## src/rtl/rx_nco_meter_map.svh

```systemverilog
// register indices, field positions, reset values and counts for the
// receive oscillator, mixer and power meter control block.
// assumes: included by bare name; holds definitions only.
`ifndef RX_NCO_METER_MAP_SVH
`define RX_NCO_METER_MAP_SVH
// register indices; byte address is four times the index
`define IDX_PHASE_HI      10'h178
`define IDX_PHASE_LO      10'h179
`define IDX_MIX_CFG       10'h17a
`define IDX_SYNC_CTRL     10'h17b
`define IDX_INTG_HI       10'h17c
`define IDX_INTG_MID      10'h17d
`define IDX_INTG_LO_SYNC  10'h17e
`define IDX_SYNC_LO       10'h17f
`define IDX_INTV_HI       10'h180
`define IDX_INTV_MID      10'h181
`define IDX_LOCAL_CTRL    10'h1c0
`define IDX_COARSE_RES    10'h1c1
`define IDX_FINE_RES      10'h1c2
`define CFG_COUNT         10
`define CFG_RESET         8'h00
`define LOCAL_RESET       8'h00
// mixer and coarse meter config fields
`define MIX_GAIN_LSB      1
`define MIX_EN_BIT        3
`define COARSE_SEL_LSB    5
// sync control fields
`define OSC_SYNC_REQ_BIT  0
`define OSC_SER_SYNC_BIT  1
`define OSC_SRC_BIT       2
`define OSC_DIS_BIT       3
`define MTR_SYNC_REQ_BIT  4
`define MTR_SER_SYNC_BIT  5
`define MTR_SRC_BIT       6
`define MTR_DIS_BIT       7
// local control fields
`define GLB_DIS_BIT       0
`define READOUT_BIT       1
`define COARSE_MODE_BIT   2
// 8n+3 and 8n+4 addends
`define LEN_ADD           24'h000003
`define DELAY_ADD         12'h004
`endif

```

## src/rtl/rx_nco_meter_pkg.sv

```systemverilog
// types shared by the receive oscillator and power meter control block.
// assumes: compiled before every module that imports it.
package rx_nco_meter_pkg;
	typedef enum logic [1:0] {MTR_IDLE, MTR_DELAY, MTR_RUN} meter_state_t;
	typedef logic [7:0] cfg_byte_t;
endpackage : rx_nco_meter_pkg

```

## src/rtl/sync_route.sv

```systemverilog
// picks the sync source of one receive block and makes one pulse of it.
// assumes: pin_level already passed two flops on pclk; other inputs are
// from logic on pclk.
`timescale 1ns/100ps
`default_nettype none
module sync_route
(
	// clock and reset
	input  wire logic pclk,
	input  wire logic presetn,
	// selection
	input  wire logic global_dis,
	input  wire logic block_dis,
	input  wire logic src_serial,
	// sources
	input  wire logic pin_level,
	input  wire logic serial_edge,
	input  wire logic global_pulse,
	// result
	output logic      sync_pulse
);
	logic pin_prev_r;
	logic pin_rise;

	always_ff @(posedge pclk or negedge presetn)
		if (!presetn)
			pin_prev_r <= 1'b0;
		else
			pin_prev_r <= pin_level;

	assign pin_rise = pin_level & ~pin_prev_r;

	// the global source wins whenever the global disable is clear
	always_comb
		if (!global_dis)
			sync_pulse = global_pulse;
		else if (block_dis)
			sync_pulse = 1'b0;
		else if (src_serial)
			sync_pulse = serial_edge;
		else
			sync_pulse = pin_rise;
endmodule : sync_route
`default_nettype wire

```

## src/rtl/nco_mixer.sv

```systemverilog
// oscillator with phase offset and the fine receive mixer with gain.
// assumes: samples and controls come from logic on pclk.
`timescale 1ns/100ps
`default_nettype none
module nco_mixer
(
	// clock and reset
	input  wire logic        pclk,
	input  wire logic        presetn,
	// control
	input  wire logic        enable,
	input  wire logic [31:0] freq,
	input  wire logic [15:0] phase_off,
	input  wire logic [1:0]  gain,
	// samples in
	input  wire logic        in_valid,
	input  wire logic [11:0] in_i,
	input  wire logic [11:0] in_q,
	// samples out
	output logic             out_valid,
	output logic [11:0]      out_i,
	output logic [11:0]      out_q
);
	logic        [31:0] acc_r;
	logic        [15:0] phase;
	logic signed [11:0] sin_v;
	logic signed [11:0] cos_v;
	logic signed [24:0] sum_i;
	logic signed [24:0] sum_q;

	// coarse quarter wave; eight steps keep the table small at the cost
	// of spur level
	function automatic logic signed [11:0] qsin(input logic [4:0] p);
		logic [3:0]  k;
		logic [11:0] t;
		k = p[3] ? 4'h8 - {1'b0, p[2:0]} : {1'b0, p[2:0]};
		case (k)
			4'h0: t = 12'h000;
			4'h1: t = 12'h18f;
			4'h2: t = 12'h30f;
			4'h3: t = 12'h471;
			4'h4: t = 12'h5a7;
			4'h5: t = 12'h6a6;
			4'h6: t = 12'h763;
			4'h7: t = 12'h7d8;
			default: t = 12'h7ff;
		endcase
		qsin = p[4] ? -$signed(t) : $signed(t);
	endfunction : qsin

	always_ff @(posedge pclk or negedge presetn)
		if (!presetn)
			acc_r <= 32'h00000000;
		else if (enable && in_valid)
			acc_r <= acc_r + freq;

	assign phase = acc_r[31:16] + phase_off;
	assign sin_v = qsin(phase[15:11]);
	assign cos_v = qsin(phase[15:11] + 5'h08);

	function automatic logic signed [24:0] scale(
		input logic signed [24:0] s, input logic [1:0] g);
		case (g)
			2'h0: scale = s - (s >>> 2);
			2'h1: scale = s >>> 1;
			default: scale = s;
		endcase
	endfunction : scale

	// downconversion by multiplying with cos minus j sin
	assign sum_i = scale(25'($signed(in_i) * cos_v)
		+ 25'($signed(in_q) * sin_v), gain);
	assign sum_q = scale(25'($signed(in_q) * cos_v)
		- 25'($signed(in_i) * sin_v), gain);

	always_ff @(posedge pclk or negedge presetn)
		if (!presetn)
		begin
			out_valid <= 1'b0;
			out_i     <= 12'h000;
			out_q     <= 12'h000;
		end
		else
		begin
			out_valid <= in_valid;
			if (in_valid)
			begin
				out_i <= enable ? sum_i[22:11] : in_i;
				out_q <= enable ? sum_q[22:11] : in_q;
			end
		end
endmodule : nco_mixer
`default_nettype wire

```

## src/rtl/rx_nco_meter_ctrl.sv

```systemverilog
// receive oscillator, mixer and power meter control with an apb slave.
// assumes: one clock pclk; samples, frequency word, interval low bits
// and the global sync pulse come from logic on pclk; the sync pin is
// asynchronous.
// Notes on behaviour
// - a 16-bit phase offset is added to the accumulator before sine lookup
// - mixer gain code 0 is -2.5 dB, 1 is -6 dB, 2 and 3 0 dB
// - mixer enable turns on the mixer and its oscillator
// - coarse sample count codes 0..6 give 16..1024, code 7 gives 16
// - coarse result refreshes every N samples, copied only after page write
// - readout mode stops the coarse result from refreshing
// - with sync required, new frequency and offset wait for a sync
// - serial oscillator sync bit rising edge syncs when selected and enabled
// - oscillator source select picks pin or serial bit under global disable
// - oscillator sync disable blocks sync only under global disable
// - with meter sync required, metering starts a delay after sync
// - serial meter sync bit rising edge syncs when selected and enabled
// - meter source select picks pin or serial bit under global disable
// - meter sync disable blocks sync only under global disable
// - fine meter integrates over 8N+3 samples of a 21-bit count
// - fine meter waits 8N+4 cycles after sync, 9-bit count
// - fine measurement interval lasts 8N+3 samples, 21-bit count
// - integration low five bits share a register with sync count top bits
// - with global disable clear, the global sync drives every block
// - oscillator frequency is a signed 32-bit word, lsb fs over 2^32
// - mode bit picks fine linear or coarse decibel measurement
//
// The APB interface to the registers was left to the implementer.
`timescale 1ns/100ps
`default_nettype none
`include "rx_nco_meter_map.svh"
module rx_nco_meter_ctrl
	import rx_nco_meter_pkg::*;
(
	// clock and reset
	input  wire logic        pclk,
	input  wire logic        presetn,
	// apb slave
	input  wire logic        psel,
	input  wire logic        penable,
	input  wire logic        pwrite,
	input  wire logic [11:0] paddr,
	input  wire logic [31:0] pwdata,
	output logic      [31:0] prdata,
	output logic             pready,
	output logic             pslverr,
	// settings held outside this page
	input  wire logic [31:0] osc_frequency_word,
	input  wire logic [4:0]  interval_length_low,
	// sync sources
	input  wire logic        sync_pin,
	input  wire logic        global_sync_pulse,
	// receive samples
	input  wire logic        sample_valid,
	input  wire logic [11:0] sample_i,
	input  wire logic [11:0] sample_q,
	// mixed samples
	output logic             mix_valid,
	output logic [11:0]      mix_i,
	output logic [11:0]      mix_q,
	// meter state
	output logic             meter_integrating
);
	cfg_byte_t    cfg_r [`CFG_COUNT];
	cfg_byte_t    local_r;
	logic [9:0]   idx;
	logic [9:0]   cfg_idx;
	logic         in_cfg;
	logic         mapped;
	logic         wr_en;
	logic         setup;
	logic         osc_ser_edge_r;
	logic         mtr_ser_edge_r;
	logic         pin_meta_r;
	logic         pin_sync_r;
	logic         osc_sync;
	logic         mtr_sync;
	logic [31:0]  freq_act_r;
	logic [15:0]  phase_act_r;
	logic [15:0]  phase_reg;
	logic [20:0]  integration_length;
	logic [8:0]   post_sync_delay;
	logic [20:0]  interval_length;
	logic         glb_dis;
	logic         mix_en;
	logic         osc_sync_required;
	logic         meter_sync_required;
	logic         meter_coarse_select;
	logic         readout_mode;
	logic [2:0]   coarse_meter_sample_sel;
	meter_state_t mtr_state_r;
	logic [11:0]  delay_cnt_r;
	logic [23:0]  intv_cnt_r;
	logic [47:0]  fine_acc_r;
	logic [47:0]  fine_res_r;
	logic [10:0]  coarse_cnt_r;
	logic [10:0]  coarse_len;
	logic [33:0]  coarse_acc_r;
	logic [7:0]   coarse_db_r;
	logic [7:0]   coarse_rd_r;
	logic         refresh_ok_r;
	logic [23:0]  power;
	logic [23:0]  intv_len;
	logic [23:0]  intg_len;
	logic         intv_end;
	logic         coarse_end;

	assign idx     = paddr[11:2];
	assign cfg_idx = idx - `IDX_PHASE_HI;
	assign in_cfg  = (idx >= `IDX_PHASE_HI) && (idx <= `IDX_INTV_MID);
	assign mapped  = in_cfg || (idx == `IDX_LOCAL_CTRL)
		|| (idx == `IDX_COARSE_RES) || (idx == `IDX_FINE_RES);
	assign setup   = psel && !penable;
	// zero wait states: every access phase ends at its first edge
	assign pready  = 1'b1;
	assign wr_en   = psel && penable && pwrite && mapped;

	assign phase_reg  = {cfg_r[0], cfg_r[1]};
	assign mix_en     = cfg_r[2][`MIX_EN_BIT];
	assign coarse_meter_sample_sel = cfg_r[2][`COARSE_SEL_LSB +: 3];
	assign osc_sync_required   = cfg_r[3][`OSC_SYNC_REQ_BIT];
	assign meter_sync_required = cfg_r[3][`MTR_SYNC_REQ_BIT];
	assign integration_length  = {cfg_r[4], cfg_r[5], cfg_r[6][7:3]};
	assign post_sync_delay     = {cfg_r[6][2:0], cfg_r[7][5:0]};
	assign interval_length     = {cfg_r[8], cfg_r[9], interval_length_low};
	assign glb_dis             = local_r[`GLB_DIS_BIT];
	assign readout_mode        = local_r[`READOUT_BIT];
	assign meter_coarse_select = local_r[`COARSE_MODE_BIT];

	// register writes; the result registers are read only
	always_ff @(posedge pclk or negedge presetn)
		if (!presetn)
		begin
			for (int k = 0; k < `CFG_COUNT; k++)
				cfg_r[k] <= `CFG_RESET;
			local_r <= `LOCAL_RESET;
		end
		else if (wr_en)
		begin
			if (in_cfg)
				cfg_r[cfg_idx[3:0]] <= pwdata[7:0];
			else if (idx == `IDX_LOCAL_CTRL)
				local_r <= pwdata[7:0];
		end

	// serial sync edges: new bit set while the stored bit was clear
	always_ff @(posedge pclk or negedge presetn)
		if (!presetn)
		begin
			osc_ser_edge_r <= 1'b0;
			mtr_ser_edge_r <= 1'b0;
		end
		else
		begin
			osc_ser_edge_r <= wr_en && (idx == `IDX_SYNC_CTRL)
				&& pwdata[`OSC_SER_SYNC_BIT]
				&& !cfg_r[3][`OSC_SER_SYNC_BIT];
			mtr_ser_edge_r <= wr_en && (idx == `IDX_SYNC_CTRL)
				&& pwdata[`MTR_SER_SYNC_BIT]
				&& !cfg_r[3][`MTR_SER_SYNC_BIT];
		end

	// read data and error are captured in the setup cycle
	always_ff @(posedge pclk or negedge presetn)
		if (!presetn)
		begin
			prdata  <= 32'h00000000;
			pslverr <= 1'b0;
		end
		else if (setup)
		begin
			pslverr <= !mapped;
			if (in_cfg)
				prdata <= {24'h000000, cfg_r[cfg_idx[3:0]]};
			else if (idx == `IDX_LOCAL_CTRL)
				prdata <= {24'h000000, local_r};
			else if (idx == `IDX_COARSE_RES)
				prdata <= {24'h000000, coarse_rd_r};
			else if (idx == `IDX_FINE_RES)
				prdata <= fine_res_r[47:16];
			else
				prdata <= 32'h00000000;
		end

	// sync pin crosses into pclk through two flops
	always_ff @(posedge pclk or negedge presetn)
		if (!presetn)
		begin
			pin_meta_r <= 1'b0;
			pin_sync_r <= 1'b0;
		end
		else
		begin
			pin_meta_r <= sync_pin;
			pin_sync_r <= pin_meta_r;
		end

	sync_route u_osc_route
	(
		.pclk         (pclk),
		.presetn      (presetn),
		.global_dis   (glb_dis),
		.block_dis    (cfg_r[3][`OSC_DIS_BIT]),
		.src_serial   (cfg_r[3][`OSC_SRC_BIT]),
		.pin_level    (pin_sync_r),
		.serial_edge  (osc_ser_edge_r),
		.global_pulse (global_sync_pulse),
		.sync_pulse   (osc_sync)
	);

	sync_route u_mtr_route
	(
		.pclk         (pclk),
		.presetn      (presetn),
		.global_dis   (glb_dis),
		.block_dis    (cfg_r[3][`MTR_DIS_BIT]),
		.src_serial   (cfg_r[3][`MTR_SRC_BIT]),
		.pin_level    (pin_sync_r),
		.serial_edge  (mtr_ser_edge_r),
		.global_pulse (global_sync_pulse),
		.sync_pulse   (mtr_sync)
	);

	// applied oscillator words follow the registers, or wait for a sync
	always_ff @(posedge pclk or negedge presetn)
		if (!presetn)
		begin
			freq_act_r  <= 32'h00000000;
			phase_act_r <= 16'h0000;
		end
		else if (!osc_sync_required || osc_sync)
		begin
			freq_act_r  <= osc_frequency_word;
			phase_act_r <= phase_reg;
		end

	nco_mixer u_nco_mixer
	(
		.pclk      (pclk),
		.presetn   (presetn),
		.enable    (mix_en),
		.freq      (freq_act_r),
		.phase_off (phase_act_r),
		.gain      (cfg_r[2][`MIX_GAIN_LSB +: 2]),
		.in_valid  (sample_valid),
		.in_i      (sample_i),
		.in_q      (sample_q),
		.out_valid (mix_valid),
		.out_i     (mix_i),
		.out_q     (mix_q)
	);

	// power of the mixed i sample feeds both meters
	assign power    = 24'($signed(mix_i) * $signed(mix_i));
	assign intv_len = {3'h0, interval_length} * 24'h000008
		+ `LEN_ADD;
	assign intg_len = {3'h0, integration_length} * 24'h000008
		+ `LEN_ADD;
	assign intv_end = mix_valid && (intv_cnt_r >= intv_len - 24'h000001);

	always_comb
		case (coarse_meter_sample_sel)
			3'h1: coarse_len = 11'd32;
			3'h2: coarse_len = 11'd64;
			3'h3: coarse_len = 11'd128;
			3'h4: coarse_len = 11'd256;
			3'h5: coarse_len = 11'd512;
			3'h6: coarse_len = 11'd1024;
			default: coarse_len = 11'd16;
		endcase

	assign coarse_end = mix_valid
		&& (coarse_cnt_r >= coarse_len - 11'd1);

	// meter sequencing: wait for sync, delay, then run intervals
	always_ff @(posedge pclk or negedge presetn)
		if (!presetn)
		begin
			mtr_state_r <= MTR_IDLE;
			delay_cnt_r <= 12'h000;
		end
		else
			case (mtr_state_r)
				MTR_IDLE:
					if (!meter_sync_required)
						mtr_state_r <= MTR_RUN;
					else if (mtr_sync)
					begin
						mtr_state_r <= MTR_DELAY;
						delay_cnt_r <= {post_sync_delay, 3'h0}
							+ `DELAY_ADD - 12'h001;
					end
				MTR_DELAY:
					if (delay_cnt_r == 12'h000)
						mtr_state_r <= MTR_RUN;
					else
						delay_cnt_r <= delay_cnt_r - 12'h001;
				MTR_RUN:
					if (meter_sync_required && mtr_sync)
					begin
						mtr_state_r <= MTR_DELAY;
						delay_cnt_r <= {post_sync_delay, 3'h0}
							+ `DELAY_ADD - 12'h001;
					end
				default:
					mtr_state_r <= MTR_IDLE;
			endcase

	assign meter_integrating = (mtr_state_r == MTR_RUN)
		&& !meter_coarse_select && (intv_cnt_r < intg_len);

	// fine meter: integrate the front of each interval, latch at its end
	always_ff @(posedge pclk or negedge presetn)
		if (!presetn)
		begin
			intv_cnt_r <= 24'h000000;
			fine_acc_r <= 48'h000000000000;
			fine_res_r <= 48'h000000000000;
		end
		else if (mtr_state_r != MTR_RUN || meter_coarse_select)
		begin
			intv_cnt_r <= 24'h000000;
			fine_acc_r <= 48'h000000000000;
		end
		else if (intv_end)
		begin
			intv_cnt_r <= 24'h000000;
			fine_acc_r <= 48'h000000000000;
			fine_res_r <= fine_acc_r;
		end
		else if (mix_valid)
		begin
			intv_cnt_r <= intv_cnt_r + 24'h000001;
			if (intv_cnt_r < intg_len)
				fine_acc_r <= fine_acc_r + {24'h000000, power};
		end

	// rough decibel scale: three steps per doubling of the sum
	function automatic logic [7:0] to_db(input logic [33:0] v);
		logic [7:0] r;
		r = 8'h00;
		for (int b = 0; b < 34; b++)
			if (v[b])
				r = 8'(b * 3);
		to_db = r;
	endfunction : to_db

	// coarse meter recomputes every n samples
	always_ff @(posedge pclk or negedge presetn)
		if (!presetn)
		begin
			coarse_cnt_r <= 11'd0;
			coarse_acc_r <= 34'h000000000;
			coarse_db_r  <= 8'h00;
		end
		else if (mtr_state_r != MTR_RUN || !meter_coarse_select)
		begin
			coarse_cnt_r <= 11'd0;
			coarse_acc_r <= 34'h000000000;
		end
		else if (coarse_end)
		begin
			coarse_cnt_r <= 11'd0;
			coarse_acc_r <= 34'h000000000;
			coarse_db_r  <= to_db(coarse_acc_r + 34'(power));
		end
		else if (mix_valid)
		begin
			coarse_cnt_r <= coarse_cnt_r + 11'd1;
			coarse_acc_r <= coarse_acc_r + {10'h000, power};
		end

	// the readable copy moves only once the host has written this page,
	// and freezes in readout mode so a multi-read sees one value
	always_ff @(posedge pclk or negedge presetn)
		if (!presetn)
			refresh_ok_r <= 1'b0;
		else if (wr_en)
			refresh_ok_r <= 1'b1;

	always_ff @(posedge pclk or negedge presetn)
		if (!presetn)
			coarse_rd_r <= 8'h00;
		else if (refresh_ok_r && !readout_mode)
			coarse_rd_r <= coarse_db_r;
endmodule : rx_nco_meter_ctrl
`default_nettype wire

```

## config.mk

```make
export PLATFORM = sky130hd
export DESIGN_NAME = rx_nco_meter_ctrl
export DESIGN_NICKNAME = d
export VERILOG_FILES = /design/src/rtl/rx_nco_meter_pkg.sv /design/src/rtl/sync_route.sv /design/src/rtl/nco_mixer.sv /design/src/rtl/rx_nco_meter_ctrl.sv
export VERILOG_INCLUDE_DIRS = /design/src /design/src/rtl
export SDC_FILE = /design/constraint.sdc
export NUM_CORES = 2
export LEC_CHECK = 0
export BUFFER_PORTS_ARGS = -buffer_cell sky130_fd_sc_hd__clkbuf_2
export CORE_MARGIN = 5
export CORE_UTILIZATION = 35
export CTS_CLUSTER_DIAMETER = 120
export DETAILED_ROUTE_END_ITERATION = 6
export PLACE_DENSITY = 0.62
export SLEW_MARGIN = 20
export SYNTH_ARGS = -nofsm -noshare
export SYNTH_HDL_FRONTEND = slang
export SYNTH_SLANG_ARGS = --single-unit
export TNS_END_PERCENT = 100
```

## constraint.sdc

```tcl
create_clock -name pclk -period 12.8 [get_ports pclk]
set_input_delay 2.56 -clock pclk [delete_from_list [all_inputs] [get_ports pclk]]
set_output_delay 2.56 -clock pclk [all_outputs]
set_load 0.005 [all_outputs]
```

# Yosys cells after proc, flatten, opt, wreduce, memory -nomap -nowiden

Memories as Yosys holds them, arrays and structs flattened.
Index checks and enable logic that the tools add are counted.

Bits in latches: 0
Register bits: 427
Memories: 2
Input bits: 113
Word-level logic and storage cells: 225
Memory bits (read-only): 176
Output and inout port bits: 60
RAM bits: 0

Add/sub/neg operators: 23
Equality and inequality tests: 20
Magnitude comparators: 7
Bitwise gates (word level): 6
Shift operators: 0
Div/mod/pow operators: 0
Multipliers: 5
Muxes and demuxes: 83
Reduce and logical (&&, ||, !) cells: 45

Memories:

| memory           | depth | width | rd ports | clocked after memory_dff | write ports | line            | source |
|---|---|---|---|---|---|---|---|
| (name not given) | 8     | 11    | 1        | 0                        | 0           | nco_mixer.sv:37 | `case (k)` |
| (name not given) | 8     | 11    | 1        | 0                        | 0           | nco_mixer.sv:37 |  |

Operator list:

| cell                  | number |
|---|---|
| $mux 8                | 35 |
| $mux 48               | 4 |
| $mux 32               | 4 |
| $mul 12x12->24        | 5 |
| $mux 12               | 10 |
| $mux 34               | 3 |
| $pmux 23 s2           | 2 |
| $bwmux 80             | 1 |
| $mux 24               | 3 |
| $pmux 11 s6           | 1 |
| $add 24x2->24 const B | 2 |
| $add 48x24->48        | 1 |
| $sub 23x23->23        | 2 |
| $eq 10x9->1 const B   | 4 |
| $pmux 12 s3           | 1 |
| $add 34x24->34        | 1 |
| $mux 11               | 3 |
| $add 32x32->32        | 1 |
| $bmux 8 s4            | 1 |
| $demux 8 s4           | 1 |
| $add 24x24->25        | 1 |
| $sub 24x24->25        | 1 |
| $add 24x1->24 const B | 1 |
| $ge 24x24->1          | 1 |
| 39 further kinds      | 100 |

# Logic depth before layout (Yosys ltp)

Depth after elaboration: 35
Depth in mapped cells: 54
Depth with buffers taken out: 52

# By module

Synthesis repeated with hierarchy kept, for this count alone.

Cell total of the unflattened synthesis: 6133
Area total of the unflattened synthesis: 56366.6 µm²

By module, submodules not included:

| module            | cells an instance | times used | area an instance (µm²) | sequential area each (µm²) |
|---|---|---|---|---|
| nco_mixer         | 3486              | 1          | 30890.9                | 1426.4 |
| rx_nco_meter_ctrl | 2635              | 1          | 25358.1                | 8783.4 |
| sync_route        | 6                 | 2          | 58.8                   | 25.0 |

# Worst setup path after synthesis

OpenSTA, ideal clock, no wires.

Path kind: register -> register
From: register u_nco_mixer.acc_r[26]
To: register u_nco_mixer.out_q[11]
Period minus slack after synthesis: 11.913 ns
Library setup time: 0.132 ns
Data required time: 12.668 ns
Cell stages (with the launch flop): 54
Path buffers: 3
Path slack: 0.887 ns
Data arrival time: 11.781 ns
Cell sequence: dfrtp_1 > ha_1 > a211o_1 > a21oi_2 > or4b_4 > and3_1 > or2_1 > buf_6 > inv_6 > nor2_1 > xnor2_1 > ha_1 > inv_1 > o221ai_1 > a22oi_1 > inv_1 > ha_1 > o2111ai_2 > (+18 left out) > clkbuf_1 > nand4_1 > or4_1 > o2bb2ai_1 > nor2_1 > xnor2_1 > inv_1 > ha_1 > nand2_1 > or2_2 > o211a_1 > o31ai_1 > a41o_1 > a31oi_1 > o21bai_1 > xnor2_1 > xnor2_1 > o22ai_1

Cells in the longest elaborated chain, start to end: 13
Elaborated cells on any way between the ends: 20
Classes of those cells: add/sub (8); mul (2); mux (8); memory (2)

Ends and longest elaborated chain:

| element                | line            | source |
|---|---|---|
| start, declared        | nco_mixer.sv:24 | `logic [31:0] acc_r;` |
| start signal, assigned | nco_mixer.sv:55 | `acc_r <= acc_r + freq;` |
| $add 16x16->16 *       | nco_mixer.sv:57 | `assign phase = acc_r[31:16] + phase_off;` |
| $add 5x4->5            | nco_mixer.sv:59 | `assign cos_v = qsin(phase[15:11] + 5'h08);` |
| $sub 4x3->4            | nco_mixer.sv:36 | `k = p[3] ? 4'h8 - {1'b0, p[2:0]} : {1'b0, p[2:0]};` |
| $mux 4                 | nco_mixer.sv:36 |  |
| $mem_v2 8x11           | -               |  |
| $mux 12                | nco_mixer.sv:37 |  |
| $neg 12->12            | nco_mixer.sv:48 | `qsin = p[4] ? -$signed(t) : $signed(t);` |
| $mux 12                | nco_mixer.sv:48 |  |
| $mul 12x12->24         | nco_mixer.sv:73 | `assign sum_q = scale(25'($signed(in_q) * cos_v)` |
| $sub 24x24->25 *       | nco_mixer.sv:74 | `- 25'($signed(in_i) * sin_v), gain);` |
| $sub 23x23->23         | nco_mixer.sv:64 | `2'h0: scale = s - (s >>> 2);` |
| $pmux 23 s2 *          | nco_mixer.sv:63 | `case (g)` |
| $mux 12 *              | nco_mixer.sv:89 | `out_q <= enable ? sum_q[22:11] : in_q;` |
| end signal, assigned   | nco_mixer.sv:89 |  |
| end, declared          | nco_mixer.sv:22 | `output logic [11:0] out_q` |

Every way passes the cells marked *; elsewhere a longest branch is shown, timed or not.
A chain may end at the register's enable or synchronous reset.

# Worst setup path in the final report

From: register u_nco_mixer.acc_r[26]
To: register u_nco_mixer.out_q[10]

The elaborated chain is that of the path after synthesis.

==> impl_summary.md <==
Outcome
The run finished with clean final reports.

Clock network
The clock drives slightly above 400 sinks. TritonCTS built the clock tree. Clock-pin slew was measured on the worst setup and hold paths at approximately 0.060 ns. The H-tree was split into 2 levels. Counting along the longest clock path gives a buffer depth of 3. CTS placed an instance of sky130_fd_sc_hd__clkbuf_16 at the clock tree root. The worst-skew pair later-pin latency is 0.64 ns. The number of clock buffers added by TritonCTS is 52. The hold buffer count at cts is 0.

Timing
The hold violation total from the final report is 0. The headroom to the max-slew limit is 0.2910. At the pin with the least slew margin, the transition time is about 1.1 ns. The worst-case clock skew is 0.03698 ns.

The fmax is 0.08077 GHz. The number of slew-limit violations in the final report is 0. The clock period could shrink to between 10 and 15 ns. Dividing the final minimum period by the clock period gives 0.9672.

Setup violations remaining at the end of the flow were counted as 0.

Critical path
Data on the critical path arrives at its endpoint at between 10 and 15 ns. The worst reg-to-reg path cell count is 54. In this run the register-to-register setup slack is roughly 0.42 ns. The required time of the critical path is 13.29 ns.

In this run the worst path has a maximum fanout of 7. For this design, the slowest cell found on the critical path is sky130_fd_sc_hd__or4_4. The type of the setup path with the least slack is reg -> reg. For this run, the slowest stage of the critical path takes about 0.54 ns.

The startpoint identified for the worst register-to-register timing path is u_nco_mixer.acc_r[26]$_DFFE_PN0P_. STA classifies the critical path endpoint as a flop. The startpoint kind of the worst setup timing path is a flop. The worst register-to-register path ends at u_nco_mixer.out_q[10]$_DFFE_PN0P_.

Yosys
Counting every net in the synthesized netlist gives 7,163. The most instantiated flip-flop cell in the synthesis netlist is sky130_fd_sc_hd__dfrtp_1. For this run, the register share of the synthesized area comes to 0.1880. The Yosys step of the flow raised 0 warnings. Counting flops and latches in the post-synthesis netlist gives slightly above 400. The cell area that synthesis handed to floorplanning was about 54,000 um^2.

The average instance in the mapped netlist occupies about 9.3 um^2. The cell count after synthesis is 5,830. The count of unique library cells instantiated by Yosys is 98. Yosys mapped a number of flops with a built-in enable equal to 0. After synthesis, the share of flip-flops with an asynchronous set or reset is 1.000.

Global routing
Global routing finished with a remaining overflow of 0. The number of antenna violations at the first check in global routing is 9. Entering global routing, the biggest net connects 115 pins.

The via count of the first global-routing pass is between 40k and 50k. The overall fraction of global-route tracks in use is 0.1753. The global-route wire length before repair is around 230,000 um.

Cells and area
Of the cells placed in the final design, the portion with a size suffix greater than 1 is 0.1141. From synthesis to final layout, the design area changed by 10.55%. The number of cells in the finished layout apart from fillers is approximately 8.0k. The final layout contains roughly 7.2k nets.

Floorplan
The die span in x is roughly 400 um. The floorplan step defined a die boundary enclosing roughly 160,000 um^2. The core region is 154,400 um^2. The initial utilization of the core area, before any placement, comes to 0.3527. The number of top-level design ports is roughly 170. The floorplan step set the die height to 404.4 um. The site row count is approximately 140.

Worst hold path
The start point of the worst hold path is pin_meta_r$_DFF_PN0_. The destination of the worst hold path is pin_sync_r$_DFF_PN0_. The tightest min-delay check is of the reg -> reg type. The cell count of the worst hold path is 0.

Drt
The first detailed-routing pass took 5 iterations. The sum of routed wire length over all layers is around 140,000 um. The detailed-route DRC error count is 0. The routed via count is 40.99k. The final routed wire length divided by cell count is 17.73 um. The first routing iteration left roughly 2.5k violations. The average via count per standard cell is around 5. Once detail routing completed, the nets flagged for antenna violations numbered 0.

Place
Buffers placed on the I/O ports in this run total approximately 150. At the end of routability-driven placement, the weighted congestion stood at ~0.86. The count of placed standard cells including taps is between 7k and 8k. Summed over all nets, the half-perimeter wirelength after detailed placement is about 110,000 um.

Flow run
The max-capacitance violation count is 0.
[critical path: cells and delay by family, from the launching register on]
family,cells,cell delay [ns]
compound gates,14,2.67
xor+xnor,4,0.75
fa+ha+maj,12,4.78
buf+inv,14,1.49
flops,1,0.41
simple gates,10,2.13
[stage by stage]
step | util | setup slack, ns | area, um^2 | hold WS, ns | TNS (ns)
2_1_floorplan | - | 0.8867 | 54450 | 0.3312 | 0
3_3_place_gp | 0.3744 | -0.1302 | 57810 | 0.3417 | -0.1302
3_5_place_dp | 0.3744 | -0.04951 | 57820 | 0.3404 | -0.09558
4_1_cts | 0.3862 | 0.03300 | 59640 | 0.3532 | 0
5_1_grt | 0.3898 | -0.06036 | 60190 | 0.3620 | -0.1316
6_report | 0.3899 | 0.4195 | 60200 | 0.3498 | 0
[synthesized netlist by cell type, types with 25 or more instances]
library cell	instances	share of area
sky130_fd_sc_hd__inv_1	962	0.066
sky130_fd_sc_hd__fa_1	775	0.28
sky130_fd_sc_hd__nand2_1	635	0.044
sky130_fd_sc_hd__ha_1	445	0.10
sky130_fd_sc_hd__dfrtp_1	409	0.19
sky130_fd_sc_hd__and2_1	286	0.033
sky130_fd_sc_hd__o21ai_0	278	0.026
sky130_fd_sc_hd__nor2_1	246	0.017
sky130_fd_sc_hd__a21oi_1	231	0.021
sky130_fd_sc_hd__clkbuf_1	195	0.013
sky130_fd_sc_hd__mux2_2	171	0.035
sky130_fd_sc_hd__xnor2_1	168	0.027
sky130_fd_sc_hd__nand3_1	83	0.0076
sky130_fd_sc_hd__xor2_1	78	0.013
sky130_fd_sc_hd__nor3_1	68	0.0063
sky130_fd_sc_hd__a21o_1	61	0.0084
sky130_fd_sc_hd__and3_1	45	0.0052
sky130_fd_sc_hd__a211oi_1	37	0.0051
sky130_fd_sc_hd__nor2b_1	36	0.0041
sky130_fd_sc_hd__or2_2	36	0.0041
sky130_fd_sc_hd__a22o_1	35	0.0056
sky130_fd_sc_hd__o21a_1	35	0.0048
sky130_fd_sc_hd__nand2b_1	34	0.0039
sky130_fd_sc_hd__or3_1	32	0.0037
sky130_fd_sc_hd__a31oi_1	30	0.0034
sky130_fd_sc_hd__nand4_1	29	0.0033
sky130_fd_sc_hd__buf_2	25	0.0023
[worst max-delay path by stage]
stage | startpoint | endpoint | slack, ns | cells after the start
floorplan | u_nco_mixer.acc_r[26]$_DFFE_PN0P_ | u_nco_mixer.out_q[11]$_DFFE_PN0P_ | 0.89 | 53
global placement | u_nco_mixer.acc_r[26]$_DFFE_PN0P_ | u_nco_mixer.out_q[8]$_DFFE_PN0P_ | -0.13 | 52
detailed placement | u_nco_mixer.acc_r[26]$_DFFE_PN0P_ | u_nco_mixer.out_q[8]$_DFFE_PN0P_ | -0.05 | 50
CTS | u_nco_mixer.acc_r[26]$_DFFE_PN0P_ | u_nco_mixer.out_q[10]$_DFFE_PN0P_ | 0.03 | 52
global route | u_nco_mixer.acc_r[26]$_DFFE_PN0P_ | u_nco_mixer.out_q[10]$_DFFE_PN0P_ | -0.06 | 55
finish | u_nco_mixer.acc_r[26]$_DFFE_PN0P_ | u_nco_mixer.out_q[10]$_DFFE_PN0P_ | 0.42 | 54
[cells by family (layout without fill, tap and decap cells)]
family	count (synthesis)	in the layout	synth area share
AO/OA/AOI/OAI	961	961	0.1145
XOR/XNOR	253	253	0.04219
adder cells (fa/ha/maj)	1220	1220	0.3872
buffers and inverters	1205	1326	0.08465
flip-flops	409	409	0.1880
multiplexers	197	197	0.04382
other	1	7	0.00006887
AND/OR/NAND/NOR	1584	1584	0.1396
[state kept, by name (all words and copies together), names as in the netlist, 8 cells and up]
signal	count
cfg_r	80
coarse_acc_r	34
coarse_cnt_r	11
delay_cnt_r	12
fine_acc_r	48
fine_res_r	32
freq_act_r	32
intv_cnt_r	24
local_r	8
phase_act_r	16
prdata	32
u_nco_mixer.acc_r	32
u_nco_mixer.out_i	12
u_nco_mixer.out_q	12
[placed cells by master (no fill, tap or decap), types with 32 or more instances in the layout]
cell type	instances
sky130_fd_sc_hd__inv_1	960
sky130_fd_sc_hd__fa_1	775
sky130_fd_sc_hd__nand2_1	633
sky130_fd_sc_hd__ha_1	438
sky130_fd_sc_hd__dfrtp_1	407
sky130_fd_sc_hd__and2_1	286
sky130_fd_sc_hd__o21ai_0	274
sky130_fd_sc_hd__nor2_1	244
sky130_fd_sc_hd__a21oi_1	227
sky130_fd_sc_hd__mux2_2	171
sky130_fd_sc_hd__xnor2_1	157
sky130_fd_sc_hd__clkbuf_2	144
sky130_fd_sc_hd__buf_4	106
sky130_fd_sc_hd__nand3_1	82
sky130_fd_sc_hd__xor2_1	71
sky130_fd_sc_hd__nor3_1	67
sky130_fd_sc_hd__a21o_1	61
sky130_fd_sc_hd__clkbuf_16	54
sky130_fd_sc_hd__and3_1	45
sky130_fd_sc_hd__nor2b_1	36
sky130_fd_sc_hd__or2_2	36
sky130_fd_sc_hd__o21a_1	35
sky130_fd_sc_hd__a22o_1	35
sky130_fd_sc_hd__a211oi_1	34
sky130_fd_sc_hd__nand2b_1	33
sky130_fd_sc_hd__or3_1	32
[final cells by class]
class / count / area, um^2
clock buffer: 73 / 1480
tap: 2044 / 2557
multi-input combinational: 4216 / 40130
timing repair buffer: 268 / 1873
antenna: 6 / 15.01
sequential: 409 / 10240
clock inverter: 22 / 287.8
inverter: 963 / 3620
fill: 15210 / 94210
[layer usage]
metal / wire (um) / global-route usage / share of wire / vias up
met2: 64800 / 0.2856 / 0.46 / 1112
met5: 41 / 0 / 0.00029 / -
met1: 62420 / 0.2376 / 0.44 / 20530
met4: 5144 / 0.05282 / 0.036 / 6
li1: - / - / - / 19090
met3: 9498 / 0.03389 / 0.067 / 244
[timing repair]
item,CTS,global route
resized for setup,7,52
endpoints found under the setup margin,3,21
gates cloned,0,2
buffers inserted,0,19
pin swaps,0,19
Power is left out: the tool's default activity adds up to more than one toggle a clock period on the data nets, which glitch-free logic cannot reach.
